--- config.mk ---
export PLATFORM = sky130hd
export DESIGN_NAME = drw_dma_ctrl
export DESIGN_NICKNAME = d
export VERILOG_FILES = /design/src/drw_dma_ctrl.v
export VERILOG_INCLUDE_DIRS = /design/src
export SDC_FILE = /design/constraint.sdc
export NUM_CORES = 1
export LEC_CHECK = 0
export ABC_AREA = 1
export CAP_MARGIN = 20
export CORE_UTILIZATION = 50
export CTS_CLUSTER_SIZE = 16
export DETAILED_ROUTE_END_ITERATION = 10
export DONT_BUFFER_PORTS = 1
export PLACE_DENSITY = 0.61
export SLEW_MARGIN = 20
export SYNTH_ARGS = -nofsm -noshare
export SYNTH_HDL_FRONTEND = slang
export SYNTH_SLANG_ARGS = --single-unit
--- constraint.sdc ---
create_clock -name mclk -period 5.42 [get_ports mclk]
set_input_delay 0.542 -clock mclk [delete_from_list [all_inputs] [get_ports mclk]]
set_output_delay 0.542 -clock mclk [all_outputs]
set_load 0.005 [all_outputs]
--- src/drw_map.vh ---
`ifndef DRW_MAP_VH
`define DRW_MAP_VH
// ----------------------------------------
// Register indexes (byte address is four times the index)
// ----------------------------------------
`define DRW_IDX_ROUTE 10'h02d
`define DRW_IDX_MODE 10'h031
`define DRW_IDX_WAIT 10'h032
`define DRW_IDX_COUNT 10'h040
`define DRW_IDX_STATE 10'h041
// ----------------------------------------
// Reset values and writable masks
// ----------------------------------------
`define DRW_WAIT_RESET 8'hf0
`define DRW_ROUTE_RESET 8'h00
`define DRW_ROUTE_MASK 8'hcf
`define DRW_MODE_RESET 8'h00
`define DRW_MODE_MASK 8'h3e
`define DRW_COUNT_RESET 16'h0000
// ----------------------------------------
// Field positions
// ----------------------------------------
`define DRW_W_MEMWAIT_HI 7
`define DRW_W_MEMWAIT_LO 6
`define DRW_W_IOWAIT_HI 5
`define DRW_W_IOWAIT_LO 4
`define DRW_W_SENSE1 3
`define DRW_W_SENSE0 2
`define DRW_W_DIR_HI 1
`define DRW_W_DIR_LO 0
`define DRW_R_ALT_EN 7
`define DRW_R_ALT_FF 6
`define DRW_R_PIN_TIMER 3
`define DRW_R_ROUTE_HI 2
`define DRW_R_ROUTE_LO 0
`define DRW_M_DEST_HI 5
`define DRW_M_DEST_LO 4
`define DRW_M_SRC_HI 3
`define DRW_M_SRC_LO 2
`define DRW_M_TIMING 1
`define DRW_S_RUN 0
`define DRW_S_GUARD_N 1
// ----------------------------------------
// Route codes and timing
// ----------------------------------------
`define DRW_RT_OWN_PIN 3'b000
`define DRW_RT_SERIAL0 3'b001
`define DRW_RT_SERIAL1 3'b010
`define DRW_RT_CH0_PIN 3'b011
`define DRW_CLK_NS 40
`define DRW_MCYCLE_NS 120
`define DRW_BASE_STATES 3'h3
`define DRW_IO_AUTO_WAIT 3'h1
`endif

--- src/drw_dma_ctrl.v ---
// Chosen here: the APB interface to the registers.
`timescale 1ns/100ps
`include "drw_map.vh"

module drw_dma_ctrl
(
	// Clock and reset
	input wire mclk,
	input wire rst,
	// APB slave
	input wire psel,
	input wire penable,
	input wire pwrite,
	input wire [11:0] paddr,
	input wire [31:0] pwdata,
	input wire [3:0] pstrb,
	output reg [31:0] prdata,
	output wire pready,
	output wire pslverr,
	// Request pins and internal request sources
	input wire ch0_request_n,
	input wire ch1_request_n,
	input wire serial0TxReady,
	input wire serial1TxReady,
	input wire serial0RxReady,
	input wire serial1RxReady,
	input wire ch1TransferEnd,
	input wire cpuCycleEnd,
	// Wait and channel 1 configuration
	output wire [1:0] memoryWaitCount,
	output wire [1:0] ioWaitCount,
	output wire ch1SenseEdge,
	output wire [1:0] ch1DirectionMode,
	output wire timerPinOut,
	output wire ch1Request,
	// Channel 0 bus activity
	output wire dmaBusOwn,
	output wire dmaReadCycle,
	output wire dmaWriteCycle,
	output wire dmaIoAccess,
	output wire dmaWaitState,
	output reg ch0_last_transfer_n,
	output reg ch0DonePulse
);

	// ----------------------------------------
	// Constants and helpers
	// ----------------------------------------
	localparam [5:0] ST_IDLE = 6'h01;
	localparam [5:0] ST_START = 6'h02;
	localparam [5:0] ST_WAITREQ = 6'h04;
	localparam [5:0] ST_READ = 6'h08;
	localparam [5:0] ST_WRITE = 6'h10;
	localparam [5:0] ST_CPU = 6'h20;
	localparam integer START_N = (`DRW_MCYCLE_NS + `DRW_CLK_NS - 1) / `DRW_CLK_NS;
	localparam [2:0] START_CLKS = START_N[2:0];
	localparam [2:0] BASE_LEN = `DRW_BASE_STATES;
	localparam [2:0] IO_WAIT = `DRW_IO_AUTO_WAIT;

	// Length of one bus cycle in clocks: T1, T2, waits, T3.
	function [2:0] cycleLen;
		input [1:0] waits;
		input isIo;
		begin
			cycleLen = BASE_LEN + {1'b0, waits} + (isIo ? IO_WAIT : 3'd0);
		end
	endfunction

	// ----------------------------------------
	// Registers
	// ----------------------------------------
	reg [7:0] waitCtrl_q;
	reg [7:0] route_q;
	reg [7:0] mode_q;
	reg [15:0] count_q;
	reg run_q;
	reg [5:0] state_q;
	reg [5:0] state_d;
	reg [2:0] phase_q;
	reg [2:0] phase_d;
	reg contReq_q;
	reg ch0Sync1_q;
	reg ch0Sync2_q;
	reg ch0Prev_q;
	reg ch1Sync1_q;
	reg ch1Sync2_q;
	reg edgeSeen_q;
	reg altFf_q;
	reg ch1Routed;
	wire [9:0] regIdx;
	wire hit;
	wire wrEn;
	wire stRead;
	wire stWrite;
	wire memToMem;
	wire srcIo;
	wire dstIo;
	wire curIo;
	wire [2:0] curLen;
	wire lastPhase;
	wire samplePoint;
	wire altEn;
	wire ch0PinActive;
	wire ch0ReqActive;
	wire edgeMode;
	wire ch0Fall;
	wire consumeEdge;
	wire xferEnd;
	wire finalByte;

	// ----------------------------------------
	// APB slave
	// ----------------------------------------
	assign regIdx = paddr[11:2];
	assign hit = (regIdx == `DRW_IDX_ROUTE) || (regIdx == `DRW_IDX_MODE) ||
		(regIdx == `DRW_IDX_WAIT) || (regIdx == `DRW_IDX_COUNT) ||
		(regIdx == `DRW_IDX_STATE);
	// Zero wait states keep the CPU-side model simple; every access ends in one access cycle.
	assign pready = 1'b1;
	assign pslverr = psel & penable & ~hit;
	assign wrEn = psel & penable & pwrite & hit & pstrb[0];

	always @*
	begin
		prdata = 32'h0000_0000;
		if (psel & ~pwrite)
		begin
			case (regIdx)
				`DRW_IDX_WAIT: prdata[7:0] = waitCtrl_q;
				`DRW_IDX_ROUTE: prdata[7:0] = {route_q[7], altFf_q, route_q[5:0]};
				`DRW_IDX_MODE: prdata[7:0] = mode_q;
				`DRW_IDX_COUNT: prdata[15:0] = count_q;
				`DRW_IDX_STATE: prdata[5:0] = {ch0_last_transfer_n, ch1Request,
					dmaBusOwn, 1'b0, 1'b1, run_q};
				default: prdata = 32'h0000_0000;
			endcase
		end
	end

	always @(posedge mclk)
	begin
		if (rst)
		begin
			waitCtrl_q <= `DRW_WAIT_RESET;
			mode_q <= `DRW_MODE_RESET;
			count_q <= `DRW_COUNT_RESET;
		end
		else
		begin
			if (wrEn && (regIdx == `DRW_IDX_WAIT))
				waitCtrl_q <= pwdata[7:0];
			if (wrEn && (regIdx == `DRW_IDX_MODE))
				mode_q <= pwdata[7:0] & `DRW_MODE_MASK;
			if (stWrite && lastPhase)
				count_q <= count_q - 16'h0001;
			else if (psel & penable & pwrite & (regIdx == `DRW_IDX_COUNT))
			begin
				if (pstrb[0])
					count_q[7:0] <= pwdata[7:0];
				if (pstrb[1])
					count_q[15:8] <= pwdata[15:8];
			end
		end
	end

	// ----------------------------------------
	// Configuration outputs
	// ----------------------------------------
	// memory wait count
	assign memoryWaitCount = waitCtrl_q[`DRW_W_MEMWAIT_HI:`DRW_W_MEMWAIT_LO];
	assign ioWaitCount = waitCtrl_q[`DRW_W_IOWAIT_HI:`DRW_W_IOWAIT_LO];
	assign ch1SenseEdge = waitCtrl_q[`DRW_W_SENSE1];
	assign edgeMode = waitCtrl_q[`DRW_W_SENSE0];
	assign ch1DirectionMode = waitCtrl_q[`DRW_W_DIR_HI:`DRW_W_DIR_LO];
	assign timerPinOut = route_q[`DRW_R_PIN_TIMER];
	assign altEn = route_q[`DRW_R_ALT_EN];

	// ----------------------------------------
	// Request pin synchronisers
	// ----------------------------------------
	always @(posedge mclk)
	begin
		if (rst)
		begin
			ch0Sync1_q <= 1'b1;
			ch0Sync2_q <= 1'b1;
			ch0Prev_q <= 1'b1;
			ch1Sync1_q <= 1'b1;
			ch1Sync2_q <= 1'b1;
		end
		else
		begin
			ch0Sync1_q <= ch0_request_n;
			ch0Sync2_q <= ch0Sync1_q;
			ch0Prev_q <= ch0Sync2_q;
			ch1Sync1_q <= ch1_request_n;
			ch1Sync2_q <= ch1Sync1_q;
		end
	end

	assign ch0PinActive = ~ch0Sync2_q;
	assign ch0ReqActive = ch0PinActive & ~(altEn & altFf_q);
	assign ch0Fall = ch0Prev_q & ~ch0Sync2_q & ~(altEn & altFf_q);

	// ----------------------------------------
	// Alternate flip-flop and route register
	// ----------------------------------------
	always @(posedge mclk)
	begin
		if (rst)
		begin
			route_q <= `DRW_ROUTE_RESET;
			altFf_q <= 1'b0;
		end
		else
		begin
			if (wrEn && (regIdx == `DRW_IDX_ROUTE))
				route_q <= pwdata[7:0] & `DRW_ROUTE_MASK;
			if (altEn && ch0DonePulse && ch1TransferEnd)
				altFf_q <= ~altFf_q;
			else if (altEn && ch0DonePulse)
				altFf_q <= 1'b1;
			else if (altEn && ch1TransferEnd)
				altFf_q <= 1'b0;
			else if (wrEn && (regIdx == `DRW_IDX_ROUTE))
				altFf_q <= pwdata[`DRW_R_ALT_FF];
		end
	end

	// ----------------------------------------
	// Channel 1 request routing
	// ----------------------------------------
	always @*
	begin
		ch1Routed = 1'b0;
		case (route_q[`DRW_R_ROUTE_HI:`DRW_R_ROUTE_LO])
			`DRW_RT_OWN_PIN: ch1Routed = ~ch1Sync2_q & ~timerPinOut;
			`DRW_RT_SERIAL0: ch1Routed = ch1DirectionMode[1] ? serial0RxReady : serial0TxReady;
			`DRW_RT_SERIAL1: ch1Routed = ch1DirectionMode[1] ? serial1RxReady : serial1TxReady;
			`DRW_RT_CH0_PIN: ch1Routed = ch0PinActive;
			default: ch1Routed = 1'b0;
		endcase
	end

	assign ch1Request = altEn ? (altFf_q & ch0PinActive) : ch1Routed;

	// ----------------------------------------
	// Channel 0 sequencer
	// ----------------------------------------
	assign stRead = state_q[3];
	assign stWrite = state_q[4];
	assign srcIo = mode_q[`DRW_M_SRC_HI:`DRW_M_SRC_LO] == 2'b11;
	assign dstIo = mode_q[`DRW_M_DEST_HI:`DRW_M_DEST_LO] == 2'b11;
	assign memToMem = ~srcIo & ~dstIo;
	assign curIo = stRead ? srcIo : dstIo;
	assign curLen = cycleLen(curIo ? ioWaitCount : memoryWaitCount, curIo);
	assign lastPhase = phase_q == (curLen - 3'd1);
	assign samplePoint = stWrite && (phase_q == (curLen - 3'd2));
	assign xferEnd = stWrite & lastPhase;
	assign finalByte = count_q == 16'h0001;
	assign consumeEdge = edgeMode && ((state_q == ST_WAITREQ && run_q) || samplePoint);

	assign dmaBusOwn = stRead | stWrite;
	assign dmaReadCycle = stRead;
	assign dmaWriteCycle = stWrite;
	assign dmaIoAccess = (stRead | stWrite) & curIo;
	assign dmaWaitState = (stRead | stWrite) && (phase_q >= 3'd2) && ~lastPhase;

	always @*
	begin
		state_d = state_q;
		phase_d = phase_q + 3'd1;
		case (state_q)
			ST_IDLE:
			begin
				phase_d = 3'd0;
				if (run_q)
					state_d = ST_START;
			end
			ST_START:
			begin
				if (phase_q == START_CLKS - 3'd1)
				begin
					phase_d = 3'd0;
					state_d = memToMem ? ST_READ : ST_WAITREQ;
				end
			end
			ST_WAITREQ:
			begin
				phase_d = 3'd0;
				if (!run_q)
					state_d = ST_IDLE;
				else if (edgeMode ? edgeSeen_q : ch0ReqActive)
					state_d = ST_READ;
			end
			ST_READ:
			begin
				if (lastPhase)
				begin
					phase_d = 3'd0;
					state_d = ST_WRITE;
				end
			end
			ST_WRITE:
			begin
				if (lastPhase)
				begin
					phase_d = 3'd0;
					if (finalByte || !run_q)
						state_d = ST_IDLE;
					else if (memToMem)
						state_d = mode_q[`DRW_M_TIMING] ? ST_READ : ST_CPU;
					else
						state_d = contReq_q ? ST_READ : ST_WAITREQ;
				end
			end
			ST_CPU:
			begin
				phase_d = 3'd0;
				if (!run_q)
					state_d = ST_IDLE;
				else if (cpuCycleEnd)
					state_d = ST_READ;
			end
			default:
			begin
				phase_d = 3'd0;
				state_d = ST_IDLE;
			end
		endcase
	end

	always @(posedge mclk)
	begin
		if (rst)
		begin
			state_q <= ST_IDLE;
			phase_q <= 3'd0;
			run_q <= 1'b0;
			contReq_q <= 1'b0;
			edgeSeen_q <= 1'b0;
			ch0_last_transfer_n <= 1'b1;
			ch0DonePulse <= 1'b0;
		end
		else
		begin
			state_q <= state_d;
			phase_q <= phase_d;
			ch0DonePulse <= xferEnd & finalByte;
			if (wrEn && (regIdx == `DRW_IDX_STATE) && !pwdata[`DRW_S_GUARD_N])
				run_q <= pwdata[`DRW_S_RUN];
			else if (xferEnd && finalByte)
				run_q <= 1'b0;
			if (samplePoint)
				contReq_q <= edgeMode ? (edgeSeen_q | ch0Fall) : ch0ReqActive;
			// A new edge landing while the old one is used is kept, not lost.
			// Edges seen under level sense are dropped, so no stale edge starts a transfer.
			if (ch0Fall && edgeMode)
				edgeSeen_q <= 1'b1;
			else if (consumeEdge || !edgeMode)
				edgeSeen_q <= 1'b0;
			ch0_last_transfer_n <= ~(state_d == ST_WRITE && finalByte && !memToMem);
		end
	end

endmodule // drw_dma_ctrl

==> impl_metrics.csv <==
group,metric,value,unit
synth,synth_top_family_by_area,"simple AND/OR/NAND/NOR gates",
floorplan,num_io_pins,111,
timing,max_clock_freq,270,MHz
synth,ys_ff_latch,54,
floorplan,start_util,51.7,%
finish,antenna_cells,0,
floorplan,die_x,88.9,microns
synth,netlist_instances,588,
timing,whs,0.288,ns
setup_path,path_max_fanout,12,
timing,grt_setup_unrepaired,"no",
routing,dr.pass1.iters,4,
finish,fin_cells,677,
synth,synth_area,3770,sq um
synth,synthMuxAreaShare,0,%
power,total_power,751,uW
synth,synth_fa_ha_area_share,2.52,%
timing,setup_slack,1.72,ns
clock_network,cts_htree_levels,2,
finish,mostFrequentLayoutCells,"nand2_1 (124), nor2_1 (89), inv_1 (87)",
global_route,grt_usage,26.2,%
global_route,grtUsageMet3,4.66,%
global_route,met2_usage,45.3,%
clock_network,post_cts_buffers,0,
floorplan,dieArea,7900,sq um
synth,synth_xor_area_share,2.79,%
global_route,grt_max_degree,25,
finish,n_fill_cell,786,
synth,synth-edff-count,0,
power,powerDensity,195,nW/um^2
floorplan,num_rows,31,
routing,drc,0,
synth,synthArstFlopShare,0,%
timing,hold_viol,0,
finish,syn_to_final_growth,2.12,%
synth,ys_dominant_reg_cell,"dfxtp_1",
timing,tns,0,ns
place,dp.final_hpwl,7470,microns
place,portBuffers,0,
run,cap_violations,0,
timing,worst_pin_slew,0.656,ns
routing,wire_per_inst,14.3,microns
global_route,grt_pass1_wl,15800,microns
synth,synthSimpleGateAreaFrac,36.3,%
clock_network,cts.clk_slew.worst_paths,0.10,ns
routing,postRouteAntennaNets,0,
finish,layout_commonest_cell,"nand2_1",
setup_path,start_kind,"flip-flop",
synth,synth_top_area_cell,"dfxtp_1",
timing,period_needed,3.70,ns
clock_network,tritoncts,"done",
synth,yosysUniqueCellTypes,42,
floorplan,core_area,7290,sq um
power,p_leak,1.77,nW
timing,finalMaxSlewViolations,0,
finish,nets,645,
synth,avgSynthCellArea,6.42,sq um
synth,synth-compound-area-share,14.2,%
floorplan,fp.dieH,88.9,microns
setup_path,path_class,"flip-flop to flip-flop",
clock_network,cts_sinks,54,
routing,vias,3558,
clock_network,ctsResizeCount,0,
clock_network,cts-buffers-inserted,5,
timing,post-route-period-util,68.3,%
routing,viasPerCell,5.26,
place,place_congestion,0.894,
setup_path,cp.arrival,3.92,ns
routing,wirelength,9680,microns
finish,drive_gt1_share,7.27,%
synth,ys_seq_area_share,28.7,%
finish,seq_area,1080,sq um
global_route,grt_util_met1,33.6,%
power,vdd_drop_max,0.120,mV
timing,relSlewSlack,56.2,%
clock_network,ctsLongestPathBuffers,2,
global_route,antenna_found_initial,0,
clock_network,cts_hold_buf,0,
hold_path,hold_class,"input pin to flip-flop",
setup_path,cp-end-kind,"flip-flop",
synth,yosysWarnings,0,
finish,multi_input_area,2170,sq um
routing,drt-initial-drc-count,183,
place,pre_cts_slack,1.71,ns
global_route,grt.overflow.total,0,
clock_network,clk_latency,0.31,ns
timing,setup_viol,0,
run_status,outcome,"finished clean",
synth,synth_top_cells_by_area,"dfxtp_1 (29%), nand2_1 (12%), nor2_1 (8.9%)",
place,placed_cells,669,
clock_network,cts_root_buf,"clkbuf_8",
global_route,grt_pass1_vias,3323,
global_route,top_usage_layer,"met2",
synth,netlist.area_leader.share,28.7,%
setup_path,crit_required,5.63,ns
timing,fin_skew,0.00474,ns
-- power by group --
| group | leakage, nW | switching [mW] | total (mW) | internal [mW] |
|---|---|---|---|---|
| Combinational | 1.26 | 0.0197 | 0.0271 | 0.00733 |
| Clock | 0.0683 | 0.141 | 0.326 | 0.185 |
| Sequential | 0.436 | 0.000347 | 0.398 | 0.398 |
| Total | 1.77 | 0.161 | 0.751 | 0.591 |
-- cell type report --
type,count,share of cell area (%)
Multi-Input combinational cell,426,56.3
Sequential cell,54,28.1
Inverter,89,8.67
Tap cell,99,3.22
Clock buffer,5,1.79
Clock inverter,3,1.79
Timing Repair Buffer,1,0.195
-- cell usage after synthesis (all sizes together) (4+ instances only) --
| master | n |
|---|---|
| a21oi | 25 |
| a22oi | 4 |
| a31oi | 7 |
| buf | 32 |
| dfxtp | 54 |
| ha | 6 |
| inv | 89 |
| nand2 | 125 |
| nand3 | 36 |
| nand4 | 13 |
| nor2 | 102 |
| nor3 | 15 |
| o211ai | 4 |
| o21ai | 42 |
| or2 | 4 |
| xor2 | 10 |
-- registers in the layout (all words and copies together), names as in the netlist --
signal	cells
route_q	5
run_q	1
count_q	16
ch1Sync1_q	1
ch0DonePulse	1
altFf_q	1
ch0_last_transfer_n	1
ch0Prev_q	1
contReq_q	1
state_q	6
ch1Sync2_q	1
phase_q	3
ch0Sync1_q	1
edgeSeen_q	1
waitCtrl_q	8
mode_q	5
ch0Sync2_q	1
-- stage by stage --
| stage | util (%) | cell area [sq um] |
|---|---|---|
| final | 52.8 | 3850 |
| after global routing | 52.8 | 3850 |
| after floorplan | - | 3830 |
| after CTS | 52.8 | 3850 |
| after global placement | 50.9 | 3710 |
| after detailed placement | 50.9 | 3710 |
-- path summary, 6_finish.rpt --
path,cells after the start,startpoint,slack (ns),end
setup / recovery,15,state_q[3]$_SDFF_PP0_,1.72,count_q[8]$_SDFFE_PP0P_
hold / removal,1,rst,0.29,state_q[5]$_SDFF_PP0_
setup reg to reg,15,state_q[3]$_SDFF_PP0_,1.72,count_q[8]$_SDFFE_PP0P_
hold reg to reg,1,ch1Sync1_q$_SDFF_PP1_,0.42,ch1Sync2_q$_SDFF_PP1_
-- critical path: stages, from the launching register on --
cell and delay (ns):
dfxtp_1 0.47, inv_1 0.12, a31oi_1 0.46, nor2_1 0.08, a21oi_1 0.14, ha_1 0.29, fa_1 0.56, nor2_1 0.05
nor2_1 0.13, nand4_2 0.23, nor2_2 0.49, a21oi_1 0.28, nand2_1 0.12, nand3_1 0.07, nand2_1 0.06, inv_1 0.04
-- cell families after synthesis --
family / Yosys count
AND/OR/NAND/NOR: 299
AO/OA/AOI/OAI: 91
other: 2
adder cells (fa/ha/maj): 7
flip-flops: 54
XOR/XNOR: 12
buffers and inverters: 123
-- per-layer routing --
layer / wire (microns) / up-vias
met5: 0 / -
met4: 71 / 0
met3: 681 / 4
met2: 4590 / 114
met1: 4340 / 1624
li1: - / 1816
(Power assumes the default switching activity.)
